### src/pkg/clock_source_control_pkg.sv
// constants for the clock source control block
package clock_source_control_pkg;
   // register byte addresses
   localparam logic [19:0] ADDR_MODE = 20'hfffa0;
   localparam logic [19:0] ADDR_RUN = 20'hfffa4;
   localparam logic [19:0] ADDR_SYSCLK = 20'hfffa8;
   localparam logic [19:0] ADDR_FAST = 20'hfffac;
   localparam logic [19:0] ADDR_STATUS = 20'hfffb0;
   // reset values
   localparam logic [7:0] MODE_RESET = 8'h00;
   localparam logic [7:0] RUN_RESET = 8'hc0;
   localparam logic [7:0] SYSCLK_RESET = 8'h09;
   localparam logic [7:0] FAST_RESET = 8'h00;
   // mode register fields
   localparam int MODE_EXT_CLK_BIT = 7;
   localparam int MODE_MAIN_PIN_BIT = 6;
   localparam int MODE_SUB_PIN_BIT = 4;
   localparam int MODE_DRIVE_HI_BIT = 2;
   localparam int MODE_DRIVE_LO_BIT = 1;
   localparam int MODE_RANGE_BIT = 0;
   localparam logic [7:0] MODE_WRITABLE = 8'hd7;
   // run status control fields (1 = oscillator stopped)
   localparam int RUN_MAIN_STOP_BIT = 7;
   localparam int RUN_SUB_STOP_BIT = 6;
   // fast internal oscillator control fields
   localparam int FAST_ENABLE_BIT = 0;
   localparam int FAST_SELECT_BIT = 1;
   // status register fields
   localparam int STAT_MODE_LOCKED_BIT = 0;
   localparam int STAT_CPU_RUN_BIT = 1;
   localparam int STAT_FAST_READY_BIT = 2;
   localparam int STAT_FAST_AVAIL_BIT = 3;
   localparam int STAT_MAIN_RUN_BIT = 4;
   localparam int STAT_SUB_RUN_BIT = 5;
   localparam int STAT_FAST_SEL_BIT = 6;
   // pin mode encodings of the main pin pair
   localparam logic [1:0] MAIN_PINS_PORT = 2'h0;
   localparam logic [1:0] MAIN_PINS_RESONATOR = 2'h1;
   localparam logic [1:0] MAIN_PINS_PORT_ALT = 2'h2;
   localparam logic [1:0] MAIN_PINS_EXT_CLOCK = 2'h3;
   // sub drive encodings
   localparam logic [1:0] SUB_DRIVE_LOW_POWER = 2'h0;
   localparam logic [1:0] SUB_DRIVE_NORMAL = 2'h1;
   localparam logic [1:0] SUB_DRIVE_ULTRA_LOW = 2'h2;
   // internal oscillator frequency option encodings
   localparam logic [1:0] FREQ_OPT_1MHZ = 2'h0;
   // timing
   localparam int CLOCK_PERIOD_PS = 5000;
   localparam int SETTLE_TIME_NS = 1000;
   localparam int SETTLE_CYCLES = (SETTLE_TIME_NS * 1000 + CLOCK_PERIOD_PS - 1) / CLOCK_PERIOD_PS;
   localparam int FAST_WAIT_US = 100;
   localparam int FAST_WAIT_CYCLES =
      (FAST_WAIT_US * 1000000 + CLOCK_PERIOD_PS - 1) / CLOCK_PERIOD_PS;
   // reset processing sequence
   typedef enum logic [1:0] {
      SEQ_HOLD = 2'b00,
      SEQ_SETTLE = 2'b01,
      SEQ_RUN = 2'b11
   } seq_state_e;
endpackage : clock_source_control_pkg

### src/cycle_timer.sv
// counter that flags when a start level has stood for a set number of cycles
`timescale 1ns/100ps
module cycle_timer #(
   parameter int CYCLES = 200,
   parameter int WIDTH = 16
) (
   // clock and reset
   input wire logic clock,
   input wire logic reset_n,
   // control
   input wire logic start,
   output logic done
);
   localparam logic [WIDTH-1:0] LAST = WIDTH'(CYCLES - 1);
   logic [WIDTH-1:0] count;
   wire atLast = (count == LAST);

   // dropping start restarts the wait from zero
   always_ff @(posedge clock or negedge reset_n) begin
      if (!reset_n) begin
         count <= '0;
         done <= 1'b0;
      end else if (!start) begin
         count <= '0;
         done <= 1'b0;
      end else if (!done) begin
         count <= atLast ? count : count + 1'b1;
         done <= atLast;
      end
   end
endmodule : cycle_timer

### src/clock_source_control.sv
// clock source mode register, start-up sequencing and oscillator controls
`timescale 1ns/100ps

////////////////////////////////////////////////////////////////////////////////
// Functional notes
// - main pin pair mode from two bits
// - sub pins: port or crystal, bit 4
// - sub drive: low, normal, ultra-low power
// - range bit picks 2-10 or 10-20 MHz
// - mode register written once, full byte
// - power-on clear holds, then oscillator starts
// - cpu runs after reset processing settles
// - system clock control resets to 09H
// - no fast oscillator with 1 MHz option
// - detector holds reset until 2.07 V
module clock_source_control #(
   parameter int FAST_WAIT = clock_source_control_pkg::FAST_WAIT_CYCLES,
   parameter int SETTLE_WAIT = clock_source_control_pkg::SETTLE_CYCLES,
   parameter bit HAS_SUB_PINS = 1'b1
) (
   // clock and reset
   input wire logic clock,
   input wire logic reset_n,
   // apb slave
   input wire logic psel,
   input wire logic penable,
   input wire logic pwrite,
   input wire logic [19:0] paddr,
   input wire logic [31:0] pwdata,
   input wire logic [3:0] pstrb,
   output logic [31:0] prdata,
   output logic pready,
   output logic pslverr,
   // supply monitors and option straps (asynchronous)
   input wire logic supplyAboveClear,
   input wire logic supplyAboveDetect,
   input wire logic detectorDefaultOn,
   input wire logic [1:0] intFreqOption,
   // pin and oscillator controls
   output logic [1:0] mainPinMode,
   output logic mainPinsArePorts,
   output logic mainOscRun,
   output logic extClockInputSel,
   output logic mainFreqRange,
   output logic subOscPinSel,
   output logic subOscRun,
   output logic [1:0] subDriveMode,
   // clock generator state
   output logic internalReset,
   output logic internalFastClockRun,
   output logic cpuRun,
   output logic [7:0] systemClockCtrl,
   output logic fastIntOscEnable,
   output logic fastIntOscSelect
);
   ////////////////////////////////////////////////////////////////////////////
   // input synchronisers
   logic [4:0] syncA;
   logic [4:0] syncB;
   wire [4:0] rawIn = {intFreqOption, detectorDefaultOn, supplyAboveDetect, supplyAboveClear};

   always_ff @(posedge clock or negedge reset_n) begin
      if (!reset_n) begin
         syncA <= 5'h00;
         syncB <= 5'h00;
      end else begin
         syncA <= rawIn;
         syncB <= syncA;
      end
   end

   wire supplyOk = syncB[0];
   wire detectOk = syncB[1];
   wire detectOn = syncB[2];
   wire [1:0] freqOpt = syncB[4:3];
   wire fastAvailable = (freqOpt != clock_source_control_pkg::FREQ_OPT_1MHZ);

   ////////////////////////////////////////////////////////////////////////////
   // reset processing sequence
   clock_source_control_pkg::seq_state_e seqState;
   clock_source_control_pkg::seq_state_e next_seqState;
   logic settleDone;

   // power-on clear, and the detector when it is on by default
   wire holdReset = !supplyOk || (detectOn && !detectOk);

   always_comb begin
      next_seqState = seqState;
      case (seqState)
         clock_source_control_pkg::SEQ_HOLD:
            next_seqState = clock_source_control_pkg::SEQ_SETTLE;
         clock_source_control_pkg::SEQ_SETTLE:
            if (settleDone) next_seqState = clock_source_control_pkg::SEQ_RUN;
         clock_source_control_pkg::SEQ_RUN:
            next_seqState = clock_source_control_pkg::SEQ_RUN;
         default:
            next_seqState = clock_source_control_pkg::SEQ_HOLD;
      endcase
      if (holdReset) next_seqState = clock_source_control_pkg::SEQ_HOLD;
   end

   always_ff @(posedge clock or negedge reset_n) begin
      if (!reset_n) seqState <= clock_source_control_pkg::SEQ_HOLD;
      else seqState <= next_seqState;
   end

   cycle_timer #(
      .CYCLES(SETTLE_WAIT),
      .WIDTH(16)
   ) settleTimer (
      .clock(clock),
      .reset_n(reset_n),
      .start(seqState == clock_source_control_pkg::SEQ_SETTLE),
      .done(settleDone)
   );

   // the internal oscillator starts as soon as the hold lifts, with no software
   wire inHold = (seqState == clock_source_control_pkg::SEQ_HOLD);
   assign internalReset = inHold;
   assign internalFastClockRun = !inHold;
   assign cpuRun = (seqState == clock_source_control_pkg::SEQ_RUN);

   ////////////////////////////////////////////////////////////////////////////
   // apb decode
   wire access = psel && penable;
   wire hitMode = (paddr == clock_source_control_pkg::ADDR_MODE);
   wire hitRun = (paddr == clock_source_control_pkg::ADDR_RUN);
   wire hitSys = (paddr == clock_source_control_pkg::ADDR_SYSCLK);
   wire hitFast = (paddr == clock_source_control_pkg::ADDR_FAST);
   wire hitStat = (paddr == clock_source_control_pkg::ADDR_STATUS);
   wire mapped = hitMode || hitRun || hitSys || hitFast || hitStat;
   wire doWrite = access && pwrite && mapped && pstrb[0];
   assign pready = 1'b1;
   assign pslverr = access && !mapped;

   logic [7:0] modeReg;
   logic modeLocked;
   logic [7:0] runReg;
   logic [7:0] sysReg;
   logic [7:0] fastReg;
   logic fastReady;

   // only a full byte write counts, and only the first one after reset
   wire fullByte = (pstrb == 4'hf) || (pstrb == 4'h1);
   wire modeWrite = doWrite && hitMode && fullByte && !modeLocked;
   wire [7:0] subMask = HAS_SUB_PINS ? 8'hff : 8'hef;
   wire [7:0] modeNext = pwdata[7:0] & clock_source_control_pkg::MODE_WRITABLE & subMask;

   ////////////////////////////////////////////////////////////////////////////
   // registers; the internal reset puts them all back to their reset values
   always_ff @(posedge clock or negedge reset_n) begin
      if (!reset_n) begin
         modeReg <= clock_source_control_pkg::MODE_RESET;
         modeLocked <= 1'b0;
      end else if (inHold) begin
         modeReg <= clock_source_control_pkg::MODE_RESET;
         modeLocked <= 1'b0;
      end else if (modeWrite) begin
         modeReg <= modeNext;
         modeLocked <= 1'b1;
      end
   end

   always_ff @(posedge clock or negedge reset_n) begin
      if (!reset_n) begin
         runReg <= clock_source_control_pkg::RUN_RESET;
         sysReg <= clock_source_control_pkg::SYSCLK_RESET;
         fastReg <= clock_source_control_pkg::FAST_RESET;
      end else if (inHold) begin
         runReg <= clock_source_control_pkg::RUN_RESET;
         sysReg <= clock_source_control_pkg::SYSCLK_RESET;
         fastReg <= clock_source_control_pkg::FAST_RESET;
      end else begin
         if (doWrite && hitRun) runReg <= pwdata[7:0] & 8'hc0;
         if (doWrite && hitSys) sysReg <= pwdata[7:0];
         if (doWrite && hitFast) fastReg <= pwdata[7:0] & 8'h03;
      end
   end

   ////////////////////////////////////////////////////////////////////////////
   // main and sub oscillator pins
   assign mainPinMode = {modeReg[clock_source_control_pkg::MODE_EXT_CLK_BIT],
                         modeReg[clock_source_control_pkg::MODE_MAIN_PIN_BIT]};
   assign mainPinsArePorts = (mainPinMode == clock_source_control_pkg::MAIN_PINS_PORT) ||
                             (mainPinMode == clock_source_control_pkg::MAIN_PINS_PORT_ALT);
   assign extClockInputSel = (mainPinMode == clock_source_control_pkg::MAIN_PINS_EXT_CLOCK);
   assign mainFreqRange = modeReg[clock_source_control_pkg::MODE_RANGE_BIT];
   assign subOscPinSel = modeReg[clock_source_control_pkg::MODE_SUB_PIN_BIT];
   assign subDriveMode = {modeReg[clock_source_control_pkg::MODE_DRIVE_HI_BIT],
                          modeReg[clock_source_control_pkg::MODE_DRIVE_LO_BIT]};

   // external oscillators never start by themselves: software clears a stop bit
   wire mainStop = runReg[clock_source_control_pkg::RUN_MAIN_STOP_BIT];
   wire subStop = runReg[clock_source_control_pkg::RUN_SUB_STOP_BIT];
   assign mainOscRun = cpuRun && !mainStop &&
                       (mainPinMode == clock_source_control_pkg::MAIN_PINS_RESONATOR);
   assign subOscRun = cpuRun && !subStop && subOscPinSel;
   assign systemClockCtrl = sysReg;

   ////////////////////////////////////////////////////////////////////////////
   // fast internal oscillator: enable, wait, then select
   assign fastIntOscEnable = fastReg[clock_source_control_pkg::FAST_ENABLE_BIT] &&
                             fastAvailable && !inHold;

   cycle_timer #(
      .CYCLES(FAST_WAIT),
      .WIDTH(16)
   ) fastTimer (
      .clock(clock),
      .reset_n(reset_n),
      .start(fastIntOscEnable),
      .done(fastReady)
   );

   // a select before the oscillator is ready is held off, never glitching the cpu clock
   assign fastIntOscSelect = fastReg[clock_source_control_pkg::FAST_SELECT_BIT] &&
                             fastIntOscEnable && fastReady;

   ////////////////////////////////////////////////////////////////////////////
   // read data
   wire [7:0] statusByte = {1'b0,
                            fastIntOscSelect,
                            subOscRun,
                            mainOscRun,
                            fastAvailable,
                            fastReady,
                            cpuRun,
                            modeLocked};
   wire [7:0] readByte = hitMode ? modeReg :
                         hitRun ? runReg :
                         hitSys ? sysReg :
                         hitFast ? fastReg :
                         hitStat ? statusByte : 8'h00;

   always_ff @(posedge clock or negedge reset_n) begin
      if (!reset_n) prdata <= 32'h00000000;
      else if (psel && !penable && !pwrite) prdata <= {24'h000000, readByte};
   end
endmodule : clock_source_control

### config.mk
export PLATFORM = sky130hd
export DESIGN_NAME = clock_source_control
export DESIGN_NICKNAME = d
export VERILOG_FILES = /design/src/pkg/clock_source_control_pkg.sv /design/src/cycle_timer.sv /design/src/clock_source_control.sv
export SDC_FILE = /design/constraint.sdc
export NUM_CORES = 1
export LEC_CHECK = 0
export BUFFER_PORTS_ARGS = -buffer_cell sky130_fd_sc_hd__buf_2
export CAP_MARGIN = 20
export CORE_ASPECT_RATIO = 1.2
export CORE_MARGIN = 4
export CORE_UTILIZATION = 25
export DETAILED_ROUTE_END_ITERATION = 10
export GPL_ROUTABILITY_DRIVEN = 0
export PLACE_DENSITY_LB_ADDON = 0.05
export REMOVE_ABC_BUFFERS = 1
export SETUP_SLACK_MARGIN = 0.3
export SYNTH_ARGS = -nofsm -noshare
export SYNTH_HDL_FRONTEND = slang
export SYNTH_HIERARCHICAL = 1
export SYNTH_SLANG_ARGS = --single-unit
### constraint.sdc
create_clock -name clock -period 2.2 [get_ports clock]
set_input_delay 0.11 -clock clock [delete_from_list [all_inputs] [get_ports clock]]
set_output_delay 0.11 -clock clock [all_outputs]
set_load 0.005 [all_outputs]
==> out/results.ini <==
[final_layout]
finalNonFillerCells=706
area_growth_pct=23.8
n_antenna_cell=0
nFillCells=1669
regArea_um2=1830
postLayoutCoreUtil=0.318
num-nets-final=561
drive_above_1_share=0.279
final_area_um2=4990
multi_input_area_um2=2030

[synth]
syn_area_per_cell_um2=9.87
ys_async_sr_fraction=1.00
ys.flop_type=dfrtp_1
synthTopCellsByArea=dfrtp_1 43%, mux2i_1 5.0%, buf_4 4.7%, nor2_1 3.7%, nand2_1 3.1%
synthCells=409
yosysWarnings=6
synth_edf_count=0
synth_top_area_share=0.428
yosys.area.top_type=dfrtp_1
seq_area_frac_synth=0.454
ys_ff_latch=73
synth.distinct_cells=59
synth_area_um2=4040

[power]
clock_power_share=0.491
p_sw_uw=699
p_int_uw=2370
ir_worst_vdd_v=0.000303
power.leakage_uw=0.00233
swShare=0.228
seqPwrFrac=0.447
combinationalPowerShare=0.062
p_per_area_nw_per_um2=614

[grt]
grt_pass1_wl_um=18100
grt_pass1_vias=3266
grt-ovfl-total=0
grt_max_degree=42
antenna_found_initial=0
grt.total_usage=0.130

[route]
drt_iter0_drc=124
postRouteAntennaNets=0
via_count=3231
drc_errors=0
wl_per_cell_um=16.2
via_per_inst=4.58
routed_wl_um=11400
first_pass_iters=4

[clocking]
clk_pin_slew_worst_paths_ns=0.06
insertion_delay_ns=0.34
htree_levels=3
cts_root_buf=clkbuf_16
cts.sinks=73
cts_buffers=9
ctsLongestPathBuffers=2
cts_tree=yes

[sta]
rsz0062_at_grt=true
worst_slew_pin_slew_ns=0.617
clock.fmax_mhz=536
setup_ws_ns=0.336
finalCritPeriodShare=0.847
final-setup-viol-count=0
period_minus_slack_ns=1.86
skew_ns=0.00643
timing_hold_violations_final=0
relSlewSlack=0.588
slew_violations=0
tns_ns=0

[setup_path]
cp-endpoint=fastTimer/count[13]
crit_path_start=fastTimer/count[13]
worstPathMaxFanout=6
cp-end-kind=register
r2r-end=fastTimer/count[13]
r2r_start=fastTimer/count[13]
ff2ff_path_depth=5
cp_data_arrival_time_ns=2.07
r2r_slack_ns=0.34
cp.required_ns=2.40
crit_type=register to register
startpoint_type=register

[placed_design]
dp_cells=682
dpl-instance-area_um2=4560
io_buffers=73
dp_slack_ns=0.333
place_hpwl_um=8430

[hold_path]
hold_start=pwdata[3]
min_path_type=input port to register

[floorplanning]
die_area_um2=18200
die_height_um=147
fp.coreArea_um2=15700
rows=50
die_x_um=124
initial_core_util=0.257
io_pins=123

[run]
maxCapViolations=0

[status]
outcome=finished clean

## cell type report
class                      instances  area share
clock buffer                      13      0.0521
clock inverter                     3     0.00802
inverter                          13     0.00977
multi-input combinational        306       0.406
sequential                        73       0.367
tap                              208      0.0521
timing repair buffer              90       0.105
## cell usage in the layout (no fill, tap or decap), types with 6 or more instances in the layout
master	count
buf_2	72
dfrtp_1	68
nor2_1	40
nand2_1	33
conb_1	25
o21ai_0	22
mux2i_1	20
inv_1	13
nand3_1	13
a21oi_1	13
nand4_1	10
xnor2_1	10
buf_4	10
nor3_1	9
clkbuf_16	9
nor4_1	8
nand3b_1	8
and2_1	6
nand2b_1	6
dlygate4sd3_1	6
## metrics by stage
stage	hold WS, ns	total power [µW]
2_1_floorplan	-0.186	1460
3_3_place_gp	0.147	1580
3_5_place_dp	0.156	1580
4_1_cts	0.00785	3130
5_1_grt	0.0227	3200
6_report	0.0291	3060
## metal layers
metal / global-route usage / vias to the layer above / wire [µm]
met1: 0.172 / 1547 / 5090
met3: 0.0246 / 14 / 688
met2: 0.206 / 84 / 5460
li1: - / 1586 / -
met5: 0 / - / 0
met4: 0.0542 / 0 / 201
## worst min path at each step
stage / cells past startpoint / to / slack [ns]
final: 3 / systemClockCtrl[3] / 0.03
after CTS: 3 / systemClockCtrl[3] / 0.008
after floorplan: 0 / fastReg[0] / -0.19
after global placement: 1 / syncA[2] / 0.15
after detailed placement: 1 / syncA[2] / 0.16
after global routing: 3 / systemClockCtrl[3] / 0.02
## cells in the mapped netlist, drive strengths merged, types with 2 or more instances
cell type  instances
nor4b              5
nor3              11
and2               7
nand2b             6
nand3             13
or2                5
nor2b              3
clkbuf            11
or4b               2
a32oi              4
a21o               2
ha                 2
nand2             33
a211oi             2
nand3b             8
xnor2             10
a21oi             17
nor4              10
inv               13
nand4             14
nor2              40
and4               2
conb               2
a31oi              4
xor2               2
o21ai             25
dfstp              4
or3                6
dfrtp             69
or4                7
nor4bb             2
buf               28
o31ai              4
and3               7
mux2i             20
## power groups by stage
stage | sequential [µW] | clock (µW) | combinational (µW)
after detailed placement | 1390 | 0 | 186
final | 1370 | 1500 | 190
after floorplan | 1390 | 0 | 64.6
after global placement | 1390 | 0 | 185
after global routing | 1370 | 1610 | 218
after CTS | 1370 | 1560 | 195
## flip-flops by register name, summed over array words and instances (netlist names)
name and flops:
prdata 8, settleTimer/count 16, runReg 2, modeLocked 1, seqState 2, syncB 5, fastReg 2, systemClockCtrl 8
fastTimer/count 16, syncA 5, fastTimer/done 1, modeReg 6, settleTimer/done 1
## what timing repair did
item | CTS | global route
buffers inserted | 0 | 2
resized for setup | 2 | 11
endpoints found under the setup margin | 1 | 11
hold endpoints to repair | 45 | 0
hold buffers | 6 | 0
pin swaps | 0 | 2
## worst max-delay path, cell delays in order (launching register included)
cell and delay, ns:
dfrtp_1 0.40, or4b_4 0.55, o41ai_4 0.38, buf_4 0.22
or4_4 0.13, a21oi_2 0.05
## cell families (layout without fill, tap and decap cells)
| group | Yosys count | in the layout | synth area share |
|---|---|---|---|
| xor+xnor | 12 | 12 | 0.0260 |
| flops | 73 | 73 | 0.454 |
| buf+inv | 53 | 119 | 0.0784 |
| simple gates | 185 | 185 | 0.284 |
| other cells | 2 | 25 | 0.00186 |
| compound gates | 62 | 62 | 0.100 |
| fa+ha+maj | 2 | 2 | 0.00620 |
| mux | 20 | 20 | 0.0496 |
Note: power is estimated with default switching activity, not from simulation.
